$ cat src/shared/lrc_defs.svh
`ifndef LRC_DEFS_SVH
`define LRC_DEFS_SVH
// Register indices; byte address is four times the index.
`define LRC_IDX_RATIO 10'h02c
`define LRC_IDX_CTRL 10'h030
`define LRC_IDX_PRIO 10'h031
`define LRC_IDX_VARBW 10'h0bb
`define LRC_IDX_MODE 10'h0c0
`define LRC_IDX_STATUS 10'h0c1
`define LRC_IDX_FREQ 10'h0c2
// Reset values.
`define LRC_RST_RATIO 32'h00010001
`define LRC_RST_CTRL 8'h0c
`define LRC_RST_PRIO 8'h32
`define LRC_RST_VARBW 8'h00
`define LRC_RST_MODE 2'h1
// Writable bits; reserved bits keep their defaults.
`define LRC_CTRL_WMASK 8'hfc
`define LRC_PRIO_WMASK 8'h77
// Field positions.
`define LRC_DEN_LSB 0
`define LRC_NUM_LSB 16
`define LRC_SLOPE_LSB 2
`define LRC_REALIGN_BIT 4
`define LRC_BW_LSB 5
`define LRC_PRIO2_LSB 0
`define LRC_PRIO3_LSB 4
// Slope limits in ns per second.
`define LRC_SLOPE_0_NS 32'h0000ee48
`define LRC_SLOPE_1_NS 32'h00001d4c
`define LRC_SLOPE_2_NS 32'h00000375
`define LRC_BW_BASE_HZ 16'h000e
`define LRC_BW_VAR 3'h7
`define LRC_PRIO_OFF 3'h7
`define LRC_DIV_STEPS 6'h30
`define LRC_RESP_OKAY 2'h0
`define LRC_RESP_SLVERR 2'h2
`endif

$ cat src/shared/lrc_pkg.sv
package lrc_pkg;
  // Phases of the expected-frequency divider.
  typedef enum logic [1:0] {
    LRC_DIV_IDLE,
    LRC_DIV_RUN,
    LRC_DIV_DONE
  } lrc_div_state_t;
endpackage

$ cat src/rtl/lrc_loop_ref_config_regs.sv
// Function
// - Ratio word holds denominator in bits 15:0, numerator in 31:16.
// - Expected frequency is base times multiple times numerator over denominator.
// - Slope field 00/01/10/11 gives 61, 7.5, 0.885 us/s or unlimited.
// - Realign bit set aligns loop output phase with the selected input.
// - Bandwidth codes 000 to 110 give 14 Hz doubling up to 896 Hz.
// - Bandwidth code 111 takes bandwidth from the variable-bandwidth register.
// - Priority fields rank inputs only in automatic switching mode.
// - Code 000 ranks highest, 001 second, 010 third.
// - Switch back to a lower-numbered input as soon as it recovers.
// - Do not switch between equal-priority inputs merely on recovery.
// - Revertive across levels and non-revertive within one level together.
`timescale 1ns/1ps
`default_nettype none
`include "lrc_defs.svh"
module lrc_loop_ref_config_regs
  import lrc_pkg::*;
(
  input wire logic aclk,
  input wire logic aresetn,
  input wire logic ce,
  input wire logic [11:0] s_axi_awaddr,
  input wire logic s_axi_awvalid,
  output logic s_axi_awready,
  input wire logic [31:0] s_axi_wdata,
  input wire logic [3:0] s_axi_wstrb,
  input wire logic s_axi_wvalid,
  output logic s_axi_wready,
  output logic [1:0] s_axi_bresp,
  output logic s_axi_bvalid,
  input wire logic s_axi_bready,
  input wire logic [11:0] s_axi_araddr,
  input wire logic s_axi_arvalid,
  output logic s_axi_arready,
  output logic [31:0] s_axi_rdata,
  output logic [1:0] s_axi_rresp,
  output logic s_axi_rvalid,
  input wire logic s_axi_rready,
  input wire logic [15:0] base_frequency,
  input wire logic [15:0] base_multiple,
  input wire logic input_two_fail,
  input wire logic input_three_fail,
  output logic [15:0] input_three_fec_numerator,
  output logic [15:0] input_three_fec_denominator,
  output logic [31:0] expected_freq_hz,
  output logic expected_freq_valid,
  output logic [31:0] phase_slope_limit_ns,
  output logic phase_slope_unlimited,
  output logic phase_realign,
  output logic [15:0] loop_bandwidth_hz,
  output logic loop_bandwidth_variable,
  output logic [7:0] variable_bandwidth,
  output logic selected_input_three,
  output logic selection_valid
);

  // ************************************************************
  // Register bus slave
  // ************************************************************
  logic [31:0] ratio_reg, wdata_reg, wmask, ratio_next, status_word, rdata_next;
  logic [7:0] ctrl_reg, prio_reg, varbw_reg;
  logic [1:0] mode_reg, rresp_next;
  logic aw_held_reg, w_held_reg, do_write, wr_hit;
  logic [9:0] aw_idx_reg, ar_idx;
  logic [3:0] wstrb_reg;
  assign s_axi_awready = ~aw_held_reg & ~s_axi_bvalid & ce;
  assign s_axi_wready = ~w_held_reg & ~s_axi_bvalid & ce;
  assign s_axi_arready = ~s_axi_rvalid & ce;
  assign do_write = aw_held_reg & w_held_reg & ~s_axi_bvalid & ce;

  // Address and data are caught separately, so either may come first.
  always_ff @(posedge aclk) begin
    if (!aresetn) begin
      aw_held_reg <= 1'b0;
      w_held_reg <= 1'b0;
      aw_idx_reg <= 10'h000;
      wdata_reg <= 32'h00000000;
      wstrb_reg <= 4'h0;
    end else if (ce) begin
      if (s_axi_awvalid && s_axi_awready) begin
        aw_held_reg <= 1'b1;
        aw_idx_reg <= s_axi_awaddr[11:2];
      end else if (do_write) begin
        aw_held_reg <= 1'b0;
      end
      if (s_axi_wvalid && s_axi_wready) begin
        w_held_reg <= 1'b1;
        wdata_reg <= s_axi_wdata;
        wstrb_reg <= s_axi_wstrb;
      end else if (do_write) begin
        w_held_reg <= 1'b0;
      end
    end
  end
  // Byte lanes become a bit mask; a whole word lands in one beat.
  always_comb begin
    wmask = {{8{wstrb_reg[3]}}, {8{wstrb_reg[2]}}, {8{wstrb_reg[1]}}, {8{wstrb_reg[0]}}};
    ratio_next = (ratio_reg & ~wmask) | (wdata_reg & wmask);
    wr_hit = 1'b0;
    if (aw_idx_reg == `LRC_IDX_RATIO) begin
      wr_hit = 1'b1;
    end else if (aw_idx_reg == `LRC_IDX_CTRL) begin
      wr_hit = 1'b1;
    end else if (aw_idx_reg == `LRC_IDX_PRIO) begin
      wr_hit = 1'b1;
    end else if (aw_idx_reg == `LRC_IDX_VARBW) begin
      wr_hit = 1'b1;
    end else if (aw_idx_reg == `LRC_IDX_MODE) begin
      wr_hit = 1'b1;
    end
  end
  // Write response follows both halves of the request.
  always_ff @(posedge aclk) begin
    if (!aresetn) begin
      s_axi_bvalid <= 1'b0;
      s_axi_bresp <= `LRC_RESP_OKAY;
    end else if (ce) begin
      if (do_write) begin
        s_axi_bvalid <= 1'b1;
        s_axi_bresp <= wr_hit ? `LRC_RESP_OKAY : `LRC_RESP_SLVERR;
      end else if (s_axi_bready) begin
        s_axi_bvalid <= 1'b0;
      end
    end
  end
  // Configuration registers; reserved bits are masked and keep their defaults.
  always_ff @(posedge aclk) begin
    if (!aresetn) begin
      ratio_reg <= `LRC_RST_RATIO;
      ctrl_reg <= `LRC_RST_CTRL;
      prio_reg <= `LRC_RST_PRIO;
      varbw_reg <= `LRC_RST_VARBW;
      mode_reg <= `LRC_RST_MODE;
    end else if (do_write && (wstrb_reg[0] || aw_idx_reg == `LRC_IDX_RATIO)) begin
      if (aw_idx_reg == `LRC_IDX_RATIO) begin
        ratio_reg <= ratio_next;
      end else if (aw_idx_reg == `LRC_IDX_CTRL) begin
        ctrl_reg <= (wdata_reg[7:0] & `LRC_CTRL_WMASK) | (`LRC_RST_CTRL & ~`LRC_CTRL_WMASK);
      end else if (aw_idx_reg == `LRC_IDX_PRIO) begin
        prio_reg <= (wdata_reg[7:0] & `LRC_PRIO_WMASK) | (`LRC_RST_PRIO & ~`LRC_PRIO_WMASK);
      end else if (aw_idx_reg == `LRC_IDX_VARBW) begin
        varbw_reg <= wdata_reg[7:0];
      end else if (aw_idx_reg == `LRC_IDX_MODE) begin
        mode_reg <= wdata_reg[1:0];
      end
    end
  end
  // Read decode; unmapped addresses read zero with an error response.
  always_comb begin
    ar_idx = s_axi_araddr[11:2];
    rdata_next = 32'h00000000;
    rresp_next = `LRC_RESP_OKAY;
    if (ar_idx == `LRC_IDX_RATIO) begin
      rdata_next = ratio_reg;
    end else if (ar_idx == `LRC_IDX_CTRL) begin
      rdata_next = {24'h000000, ctrl_reg};
    end else if (ar_idx == `LRC_IDX_PRIO) begin
      rdata_next = {24'h000000, prio_reg};
    end else if (ar_idx == `LRC_IDX_VARBW) begin
      rdata_next = {24'h000000, varbw_reg};
    end else if (ar_idx == `LRC_IDX_MODE) begin
      rdata_next = {30'h00000000, mode_reg};
    end else if (ar_idx == `LRC_IDX_STATUS) begin
      rdata_next = status_word;
    end else if (ar_idx == `LRC_IDX_FREQ) begin
      rdata_next = expected_freq_hz;
    end else begin
      rresp_next = `LRC_RESP_SLVERR;
    end
  end
  // Read data stands until the master takes it.
  always_ff @(posedge aclk) begin
    if (!aresetn) begin
      s_axi_rvalid <= 1'b0;
      s_axi_rdata <= 32'h00000000;
      s_axi_rresp <= `LRC_RESP_OKAY;
    end else if (ce) begin
      if (s_axi_arvalid && s_axi_arready) begin
        s_axi_rvalid <= 1'b1;
        s_axi_rdata <= rdata_next;
        s_axi_rresp <= rresp_next;
      end else if (s_axi_rready) begin
        s_axi_rvalid <= 1'b0;
      end
    end
  end

  // ************************************************************
  // Loop control decode
  // ************************************************************
  logic [1:0] slope_code;
  logic [2:0] bw_code;
  assign slope_code = ctrl_reg[`LRC_SLOPE_LSB +: 2];
  assign bw_code = ctrl_reg[`LRC_BW_LSB +: 3];
  assign input_three_fec_denominator = ratio_reg[`LRC_DEN_LSB +: 16];
  assign input_three_fec_numerator = ratio_reg[`LRC_NUM_LSB +: 16];
  assign variable_bandwidth = varbw_reg;
  // Loop settings are registered so the loop sees clean levels.
  always_ff @(posedge aclk) begin
    if (!aresetn) begin
      phase_slope_limit_ns <= 32'h00000000;
      phase_slope_unlimited <= 1'b1;
      phase_realign <= 1'b0;
      loop_bandwidth_hz <= `LRC_BW_BASE_HZ;
      loop_bandwidth_variable <= 1'b0;
    end else if (ce) begin
      phase_slope_unlimited <= (slope_code == 2'h3);
      case (slope_code)
        2'h0: phase_slope_limit_ns <= `LRC_SLOPE_0_NS;
        2'h1: phase_slope_limit_ns <= `LRC_SLOPE_1_NS;
        2'h2: phase_slope_limit_ns <= `LRC_SLOPE_2_NS;
        default: phase_slope_limit_ns <= 32'h00000000;
      endcase
      phase_realign <= ctrl_reg[`LRC_REALIGN_BIT];
      loop_bandwidth_variable <= (bw_code == `LRC_BW_VAR);
      if (bw_code == `LRC_BW_VAR) begin
        loop_bandwidth_hz <= {8'h00, varbw_reg};
      end else begin
        loop_bandwidth_hz <= `LRC_BW_BASE_HZ << bw_code;
      end
    end
  end

  // ************************************************************
  // Reference selection
  // ************************************************************
  logic [2:0] prio_two, prio_three;
  logic ok_two, ok_three, sel_next, valid_next, cur_ok;
  assign prio_two = prio_reg[`LRC_PRIO2_LSB +: 3];
  assign prio_three = prio_reg[`LRC_PRIO3_LSB +: 3];
  assign ok_two = ~input_two_fail & (prio_two != `LRC_PRIO_OFF);
  assign ok_three = ~input_three_fail & (prio_three != `LRC_PRIO_OFF);
  assign cur_ok = selection_valid & (selected_input_three ? ok_three : ok_two);
  // A lower number outranks a higher one; equal numbers keep the current input.
  always_comb begin
    sel_next = selected_input_three;
    valid_next = 1'b1;
    if (!mode_reg[0]) begin
      sel_next = mode_reg[1];
    end else if (cur_ok) begin
      if (selected_input_three && ok_two && prio_two < prio_three) begin
        sel_next = 1'b0;
      end else if (!selected_input_three && ok_three && prio_three < prio_two) begin
        sel_next = 1'b1;
      end
    end else if (ok_two && ok_three) begin
      sel_next = (prio_three < prio_two);
    end else if (ok_two || ok_three) begin
      sel_next = ok_three;
    end else begin
      valid_next = 1'b0;
    end
  end

  // In automatic mode, without a usable input the loop is left in holdover.
  always_ff @(posedge aclk) begin
    if (!aresetn) begin
      selected_input_three <= 1'b0;
      selection_valid <= 1'b0;
    end else if (ce) begin
      selected_input_three <= sel_next;
      selection_valid <= valid_next;
    end
  end

  // ************************************************************
  // Expected frequency divider
  // ************************************************************
  lrc_div_state_t div_state;
  logic [47:0] prod_reg, quot_reg, prod_now;
  logic [15:0] den_reg;
  logic [16:0] rem_reg, rem_shift;
  logic [5:0] step_reg;
  logic div_zero_reg;
  assign prod_now = (48'(base_frequency) * 48'(base_multiple)) * 48'(input_three_fec_numerator);
  assign rem_shift = {rem_reg[15:0], quot_reg[47]}; // The quotient register shifts the dividend out of its top.
  assign status_word = {26'h0000000, div_zero_reg, expected_freq_valid, (div_state != LRC_DIV_IDLE),
    ~mode_reg[0], selection_valid, selected_input_three};
  // Restoring division, one quotient bit per cycle; an operand change starts a new division once the running one ends.
  always_ff @(posedge aclk) begin
    if (!aresetn) begin
      div_state <= LRC_DIV_IDLE;
      prod_reg <= 48'h000000000000;
      quot_reg <= 48'h000000000000;
      den_reg <= 16'h0000;
      rem_reg <= 17'h00000;
      step_reg <= 6'h00;
      expected_freq_hz <= 32'h00000000;
      expected_freq_valid <= 1'b0;
      div_zero_reg <= 1'b0;
    end else if (ce) begin
      case (div_state)
        LRC_DIV_IDLE: begin
          if (!expected_freq_valid || prod_now != prod_reg || input_three_fec_denominator != den_reg) begin
            prod_reg <= prod_now;
            den_reg <= input_three_fec_denominator;
            quot_reg <= prod_now;
            rem_reg <= 17'h00000;
            step_reg <= `LRC_DIV_STEPS;
            expected_freq_valid <= 1'b0;
            div_state <= LRC_DIV_RUN;
          end
        end
        LRC_DIV_RUN: begin
          quot_reg <= {quot_reg[46:0], (rem_shift >= {1'b0, den_reg})};
          if (rem_shift >= {1'b0, den_reg}) begin
            rem_reg <= rem_shift - {1'b0, den_reg};
          end else begin
            rem_reg <= rem_shift;
          end
          step_reg <= step_reg - 6'h01;
          if (step_reg == 6'h01) begin
            div_state <= LRC_DIV_DONE;
          end
        end
        default: begin
          div_zero_reg <= (den_reg == 16'h0000);
          expected_freq_hz <= (den_reg == 16'h0000) ? 32'h00000000 : quot_reg[31:0];
          expected_freq_valid <= 1'b1;
          div_state <= LRC_DIV_IDLE;
        end
      endcase
    end
  end

  // ************************************************************
  // Checks
  // ************************************************************
  a_ratio_halves: assert property (@(posedge aclk) disable iff (!aresetn)
    do_write && aw_idx_reg == `LRC_IDX_RATIO && wstrb_reg == 4'hf |=>
    input_three_fec_numerator == $past(wdata_reg[31:16]) && input_three_fec_denominator == $past(wdata_reg[15:0]))
    else $error("ratio halves not stored");
  a_freq_quotient: assert property (@(posedge aclk) disable iff (!aresetn)
    $rose(expected_freq_valid) && den_reg != 16'h0000 && prod_reg[47:32] == 16'h0000 |->
    64'(expected_freq_hz) * 64'(den_reg) <= 64'(prod_reg) &&
    64'(prod_reg) < (64'(expected_freq_hz) + 64'h1) * 64'(den_reg))
    else $error("expected frequency wrong");
  a_slope_code: assert property (@(posedge aclk) disable iff (!aresetn)
    ce && slope_code == 2'h1 |=> phase_slope_limit_ns == `LRC_SLOPE_1_NS && !phase_slope_unlimited)
    else $error("slope limit wrong");
  a_realign_bit: assert property (@(posedge aclk) disable iff (!aresetn)
    ce |=> phase_realign == $past(ctrl_reg[`LRC_REALIGN_BIT]))
    else $error("realign level wrong");
  a_bw_fixed: assert property (@(posedge aclk) disable iff (!aresetn)
    ce && bw_code == 3'h6 |=> loop_bandwidth_hz == 16'h0380 && !loop_bandwidth_variable)
    else $error("fixed bandwidth wrong");
  a_bw_variable: assert property (@(posedge aclk) disable iff (!aresetn)
    ce && bw_code == `LRC_BW_VAR |=> loop_bandwidth_variable && loop_bandwidth_hz[7:0] == $past(varbw_reg))
    else $error("variable bandwidth wrong");
  a_manual_select: assert property (@(posedge aclk) disable iff (!aresetn)
    ce && !mode_reg[0] |=> selected_input_three == $past(mode_reg[1]) && selection_valid)
    else $error("manual selection ignored");
  a_revert_higher: assert property (@(posedge aclk) disable iff (!aresetn)
    ce && mode_reg[0] && selection_valid && selected_input_three && ok_three && ok_two &&
    prio_two < prio_three |=> !selected_input_three)
    else $error("no revert to better input");
  a_hold_equal: assert property (@(posedge aclk) disable iff (!aresetn)
    ce && mode_reg[0] && cur_ok && prio_two == prio_three |=> $stable(selected_input_three) && selection_valid)
    else $error("switched within a level");
  a_disabled_input: assert property (@(posedge aclk) disable iff (!aresetn)
    ce && mode_reg[0] && prio_two == `LRC_PRIO_OFF && prio_three == `LRC_PRIO_OFF |=> !selection_valid)
    else $error("disabled input selected");
endmodule // lrc_loop_ref_config_regs
`default_nettype wire

$ cat config.mk
export PLATFORM = sky130hd
export DESIGN_NAME = lrc_loop_ref_config_regs
export DESIGN_NICKNAME = d
export VERILOG_FILES = /design/src/shared/lrc_pkg.sv /design/src/rtl/lrc_loop_ref_config_regs.sv
export VERILOG_INCLUDE_DIRS = /design/src /design/src/shared
export SDC_FILE = /design/constraint.sdc
export NUM_CORES = 2
export LEC_CHECK = 0
export BUFFER_PORTS_ARGS = -buffer_cell sky130_fd_sc_hd__buf_2
export CORE_MARGIN = 4
export CORE_UTILIZATION = 58
export CTS_BUF_LIST = sky130_fd_sc_hd__clkbuf_4 sky130_fd_sc_hd__clkbuf_8
export CTS_CLUSTER_SIZE = 28
export DETAILED_ROUTE_END_ITERATION = 7
export PLACE_DENSITY = 0.92
export SYNTH_ARGS = -nofsm -noshare
export SYNTH_HDL_FRONTEND = slang
export SYNTH_SLANG_ARGS = --single-unit
$ cat constraint.sdc
create_clock -name aclk -period 13.35 [get_ports aclk]
set_input_delay 0.6675 -clock aclk [delete_from_list [all_inputs] [get_ports aclk]]
set_output_delay 0.6675 -clock aclk [all_outputs]
set_load 0.1 [all_outputs]
After elaboration in Yosys (flattened, before gate mapping)

Index checks and enable logic that the tools add are counted.

Output and inout port bits: 167
Register bits: 363
Logic and storage cells: 190
Input bits: 102

Bitwise logic cells: 28
Shift operators: 1
Mux-type cells: 53
Equality and inequality tests: 26
Reductions and logical operators: 44
Multipliers: 2
$lt $le $gt $ge: 3
Add/subtract/negate cells: 2

Operator list:

| kind                   | number |
|---|---|
| $mux W32               | 8 |
| $pmux W48 S2           | 1 |
| $and A32 B32 Y32       | 2 |
| $eq A10 B6 Y1 const B  | 6 |
| $eq A10 B8 Y1 const B  | 6 |
| $mul A32 B16 Y48       | 1 |
| $mux W16               | 3 |
| $mux W48               | 1 |
| $ne A48 B48 Y1         | 1 |
| $pmux W16 S3           | 1 |
| $mul A16 B16 Y32       | 1 |
| $not A32 Y32           | 1 |
| $or A32 B32 Y32        | 1 |
| $pmux W16 S2           | 1 |
| $mux W1                | 24 |
| $mux W2                | 10 |
| $reduce_and A2 Y1      | 10 |
| $reduce_and A3 Y1      | 6 |
| $ge A17 B16 Y1         | 1 |
| $logic_not A16 Y1      | 1 |
| $ne A16 B16 Y1         | 1 |
| $shl A4 B3 Y16 const A | 1 |
| $sub A16 B16 Y16       | 1 |
| $not A1 Y1             | 13 |
| 24 further kinds       | 57 |

Depth between registers and ports, before layout

Depth after elaboration: 8
Gate-level depth with buffers: 54
Depth with buffers taken out: 50

Worst setup path after synthesis

OpenSTA, ideal clock, no wires.

Path kind: input to register
Start point: input port base_multiple[1]
End point: register prod_reg[29]
Required time: 13.264 ns
Path buffers: 3
Library setup time: 0.086 ns
Cell stages on the path: 47
Arrival time: 12.962 ns
Setup slack: 0.303 ns
Cells stage by stage: clkbuf_1 -> nand2_1 -> fa_1 -> fa_1 -> fa_1 -> fa_1 -> inv_1 -> fa_1 -> inv_1 -> fa_1 -> inv_1 -> ha_1 -> a21oi_1 -> o21bai_1 -> a21oi_1 -> o21bai_1 -> o21ai_0 -> a31oi_1 -> [... 11 more ...] -> fa_1 -> fa_1 -> fa_1 -> inv_1 -> ha_1 -> a21oi_1 -> o21ai_1 -> a21o_1 -> o31a_1 -> nor4_1 -> nor4b_1 -> nand4_1 -> or4_1 -> nor4b_2 -> a41o_2 -> buf_4 -> nor2_2 -> a211oi_1

Longest elaborated chain between the ends: 6

RTL lines:

| element                          | line                            | RTL |
|---|---|---|
| start, declared                  | lrc_loop_ref_config_regs.sv:40  | `input wire logic [15:0] base_multiple,` |
| $mul A16 B16 Y32 *               | lrc_loop_ref_config_regs.sv:275 | `assign prod_now = (48'(base_frequency) * 48'(base_multiple)) * 48'(input_three_fec_numerator);` |
| $mul A32 B16 Y48 *               | lrc_loop_ref_config_regs.sv:275 |  |
| $ne A48 B48 Y1                   | lrc_loop_ref_config_regs.sv:294 | `if (!expected_freq_valid \|\| prod_now != prod_reg \|\| input_three_fec_denominator != den_reg) begin` |
| $logic_or A1 B1 Y1 (2 in series) | lrc_loop_ref_config_regs.sv:294 |  |
| $reduce_and A3 Y1 (no line)      | n/a                             |  |
| end signal, assigned             | lrc_loop_ref_config_regs.sv:295 | `prod_reg <= prod_now;` |
| end, declared                    | lrc_loop_ref_config_regs.sv:270 | `logic [47:0] prod_reg, quot_reg, prod_now;` |

Every way passes the cells marked *; elsewhere a longest branch is shown, timed or not.
A chain may end at the register's enable or synchronous reset.

Final worst setup path

Start point: input port base_frequency[7]
End point: register prod_reg[28]

Longest elaborated chain between the ends: 6

RTL lines:

| element                          | line                            | RTL |
|---|---|---|
| start, declared                  | lrc_loop_ref_config_regs.sv:39  | `input wire logic [15:0] base_frequency,` |
| $mul A16 B16 Y32 *               | lrc_loop_ref_config_regs.sv:275 |  |
| $mul A32 B16 Y48 *               | lrc_loop_ref_config_regs.sv:275 |  |
| $ne A48 B48 Y1                   | lrc_loop_ref_config_regs.sv:294 |  |
| $logic_or A1 B1 Y1 (2 in series) | lrc_loop_ref_config_regs.sv:294 |  |
| $reduce_and A3 Y1 (no line)      | n/a                             |  |

Marked as above.

==> flow_summary.yaml <==
cts:
  cts-root-buf: "clkbuf_8"
  cts.path.max_buffers: 3
  tritoncts: "yes"
  clk-insertion-delay-late_ps: 630
  hold_buffers: 0
  cts_buffers: 52
  cts.sinks: 330
  htree_levels: 2
  clk_pin_slew_ps: 70
timing:
  fmax_ghz: 0.0755
  slew_viol_final: 0
  setup_violations: 0
  tightestPinTransition_ps: 1190
  finalHoldViolations: 0
  period_share_pct: 99.3
  slew_headroom_pct: 20.9
  period_minus_slack_ps: 13250
  skew_ps: 59.9
  rsz0062_at_grt: "true"
worst_setup_path:
  worst-path-buf-inv: 14
  path_delay_family: "adder cells"
  cp-start-kind: "input port"
  rrSetupSlack_ps: 4620
  crit_type: "in2reg"
  cp.arrival_ps: 13750
  cp_data_required_time_ps: 13850
  reg2reg_depth: 28
  path_max_fanout: 9
  end_kind: "flip-flop"
  critPathMaxStageDelay_ps: 550
  slowest_stage: "fa_1"
  path_common_cell: "fa_1"
  timing.rr.start: "ratio_reg[20]"
  r2r-end: "prod_reg[7]"
  crit_start: "base_frequency[7]"
run:
  max_cap_viol_count: 0
placed_design:
  portBuffers: 238
  gp_congestion: 1.03
  dp.final_hpwl_mm: 102
  dp_cells: 6238
synth:
  synthTopCellsByArea: "fa_1, dfxtp_1, ha_1"
  async_reset_ff_share_pct: 0
  synth.distinct_cells: 96
  synth-edff-count: 0
  avgSynthCellArea_sq_um: 8.36
  ys_warn_count: 0
  yosysSeqAreaShare_pct: 15.8
  ys_seq_elements: 330
  ys.flop_type: "dfxtp_1"
  synth_top_area_share_pct: 29.4
  synth_largest_area_cell: "fa_1"
  syn_inst: 4993
  synth_area_sq_um: 41700
die:
  rows: 98
  core-area_sq_um: 71400
  dieHeight_um: 276
  die_w_um: 276
  ioPinCount: 269
  start_util_pct: 58.5
  dieArea_sq_um: 76300
min_path:
  hold_path_end: "wdata_reg[1]"
  min_from: "s_axi_wdata[1]"
  hold_path_class: "in2reg"
  min_path_cells: 3
finish:
  layout_common_cells: "nand2_1, inv_1, fa_1"
  finalNetCount: 6327
  final_layout_size_suffix_gt1_share_pct: 15.3
  instances_no_fill: 6355
  final_common_cell: "nand2_1"
  num-fill-cells: 5052
  area_growth_pct: 14.1
drt:
  ant_nets: 0
  initialDrtViolationCount: 4517
  wl_per_cell_um: 21.5
  drc: 0
  vias: 39123
  routed_wl_mm: 137
  first_pass_iters: 8
  vias_per_cell: 6.16
grt:
  grt.total_usage_pct: 33.4
  antenna_found_initial: 4
  grt_pass1_wl_mm: 210
  grt_max_degree: 199
  grt_pass1_vias: 39935
  gr-total-overflow: 0
status:
  status: "finished clean"
## layout make-up
class / instances / area (sq um) / area share [%]
well taps: 950 / 1190 / 2.50
multi-input cells: 3659 / 31500 / 66.2
diodes: 4 / 10.0 / 0.0210
clock inverters: 8 / 106 / 0.223
inverters: 702 / 2640 / 5.55
flip-flops and latches: 330 / 6610 / 13.9
clock buffers: 87 / 1120 / 2.34
repair buffers: 615 / 4430 / 9.31
## logic make-up (layout without fill, tap and decap cells)
kind of cell	after synthesis	in the layout	share of synthesized area, %
compound gates	761	762	11.7
xor+xnor	135	135	3.10
fa+ha+maj	865	865	37.0
simple gates	1791	1791	20.6
flops	330	330	15.8
other cells	1	30	0.00899
mux	80	80	1.96
buf+inv	1030	1412	9.79
## worst min-delay path, cell delays in order
cell and delay [ps]:
buf_2 90, nand2_1 40, a21oi_1 50
## worst max path at each step
stage                   endpoint  cells after the start  slack, ps
finish              prod_reg[28]                     52        100
CTS                 prod_reg[33]                     50         30
detailed placement  prod_reg[47]                     49       -550
floorplan           prod_reg[29]                     47        300
global route        prod_reg[23]                     52       -260
global placement    quot_reg[37]                     49       -320
## synth_stat cells, types with 8 or more instances
library cell,number
nand3_1,173
nand2_1,761
or2_2,8
xor2_1,33
a21oi_1,275
xnor2_1,94
inv_1,700
a21boi_0,8
o211ai_1,16
a211oi_1,26
clkbuf_1,251
a2111oi_0,9
nor2b_1,24
fa_1,613
ha_1,252
dfxtp_1,330
a21o_1,24
and3_1,28
a22oi_1,35
buf_4,42
buf_2,29
a221oi_1,36
o31ai_1,33
o41ai_1,21
nor4_1,27
o21ai_0,140
mux2_2,12
and2_1,326
o21ai_1,8
a31oi_1,18
or3_1,9
and4_1,8
nand2b_1,26
o21a_1,29
o21bai_1,10
nor3_1,73
a211o_1,9
nor2_1,227
mux2i_1,68
nand4_1,46
## layer usage
layer / part of all wire, % / vias up / GRT usage, % / wire length, um
li1: - / 16815 / - / -
met1: 35 / 18821 / 41.4 / 48100
met2: 47 / 2751 / 55.9 / 64200
met3: 11 / 736 / 5.66 / 14600
met4: 7.1 / 0 / 18.3 / 9760
met5: 0 / - / 0 / 0
## per-stage QoR
| step | worst slack, ps | hold WS, ps | setup TNS, ps | area [sq um] | utilization [%] |
|---|---|---|---|---|---|
| 3_5_place_dp | -548 | 447 | -62240 | 45700 | 64.1 |
| 3_3_place_gp | -320 | 438 | -32190 | 45700 | 64.1 |
| 2_1_floorplan | 303 | 431 | 0 | 41800 | - |
| 6_report | 98.3 | 296 | 0 | 47600 | 66.7 |
| 4_1_cts | 29.8 | 282 | 0 | 47000 | 65.8 |
| 5_1_grt | -259 | 273 | -21450 | 47600 | 66.7 |
## timing repair
item                                    in CTS  in global routing
hold endpoints to repair                     0                  0
resized for setup                            4                 78
pin swaps                                    0                 40
cloned                                       0                 12
setup buffers                                0                  6
endpoints found under the setup margin      32                136
Power is not shown: default switching activity piles up to over one toggle a cycle in this logic, so the estimate is an artifact.
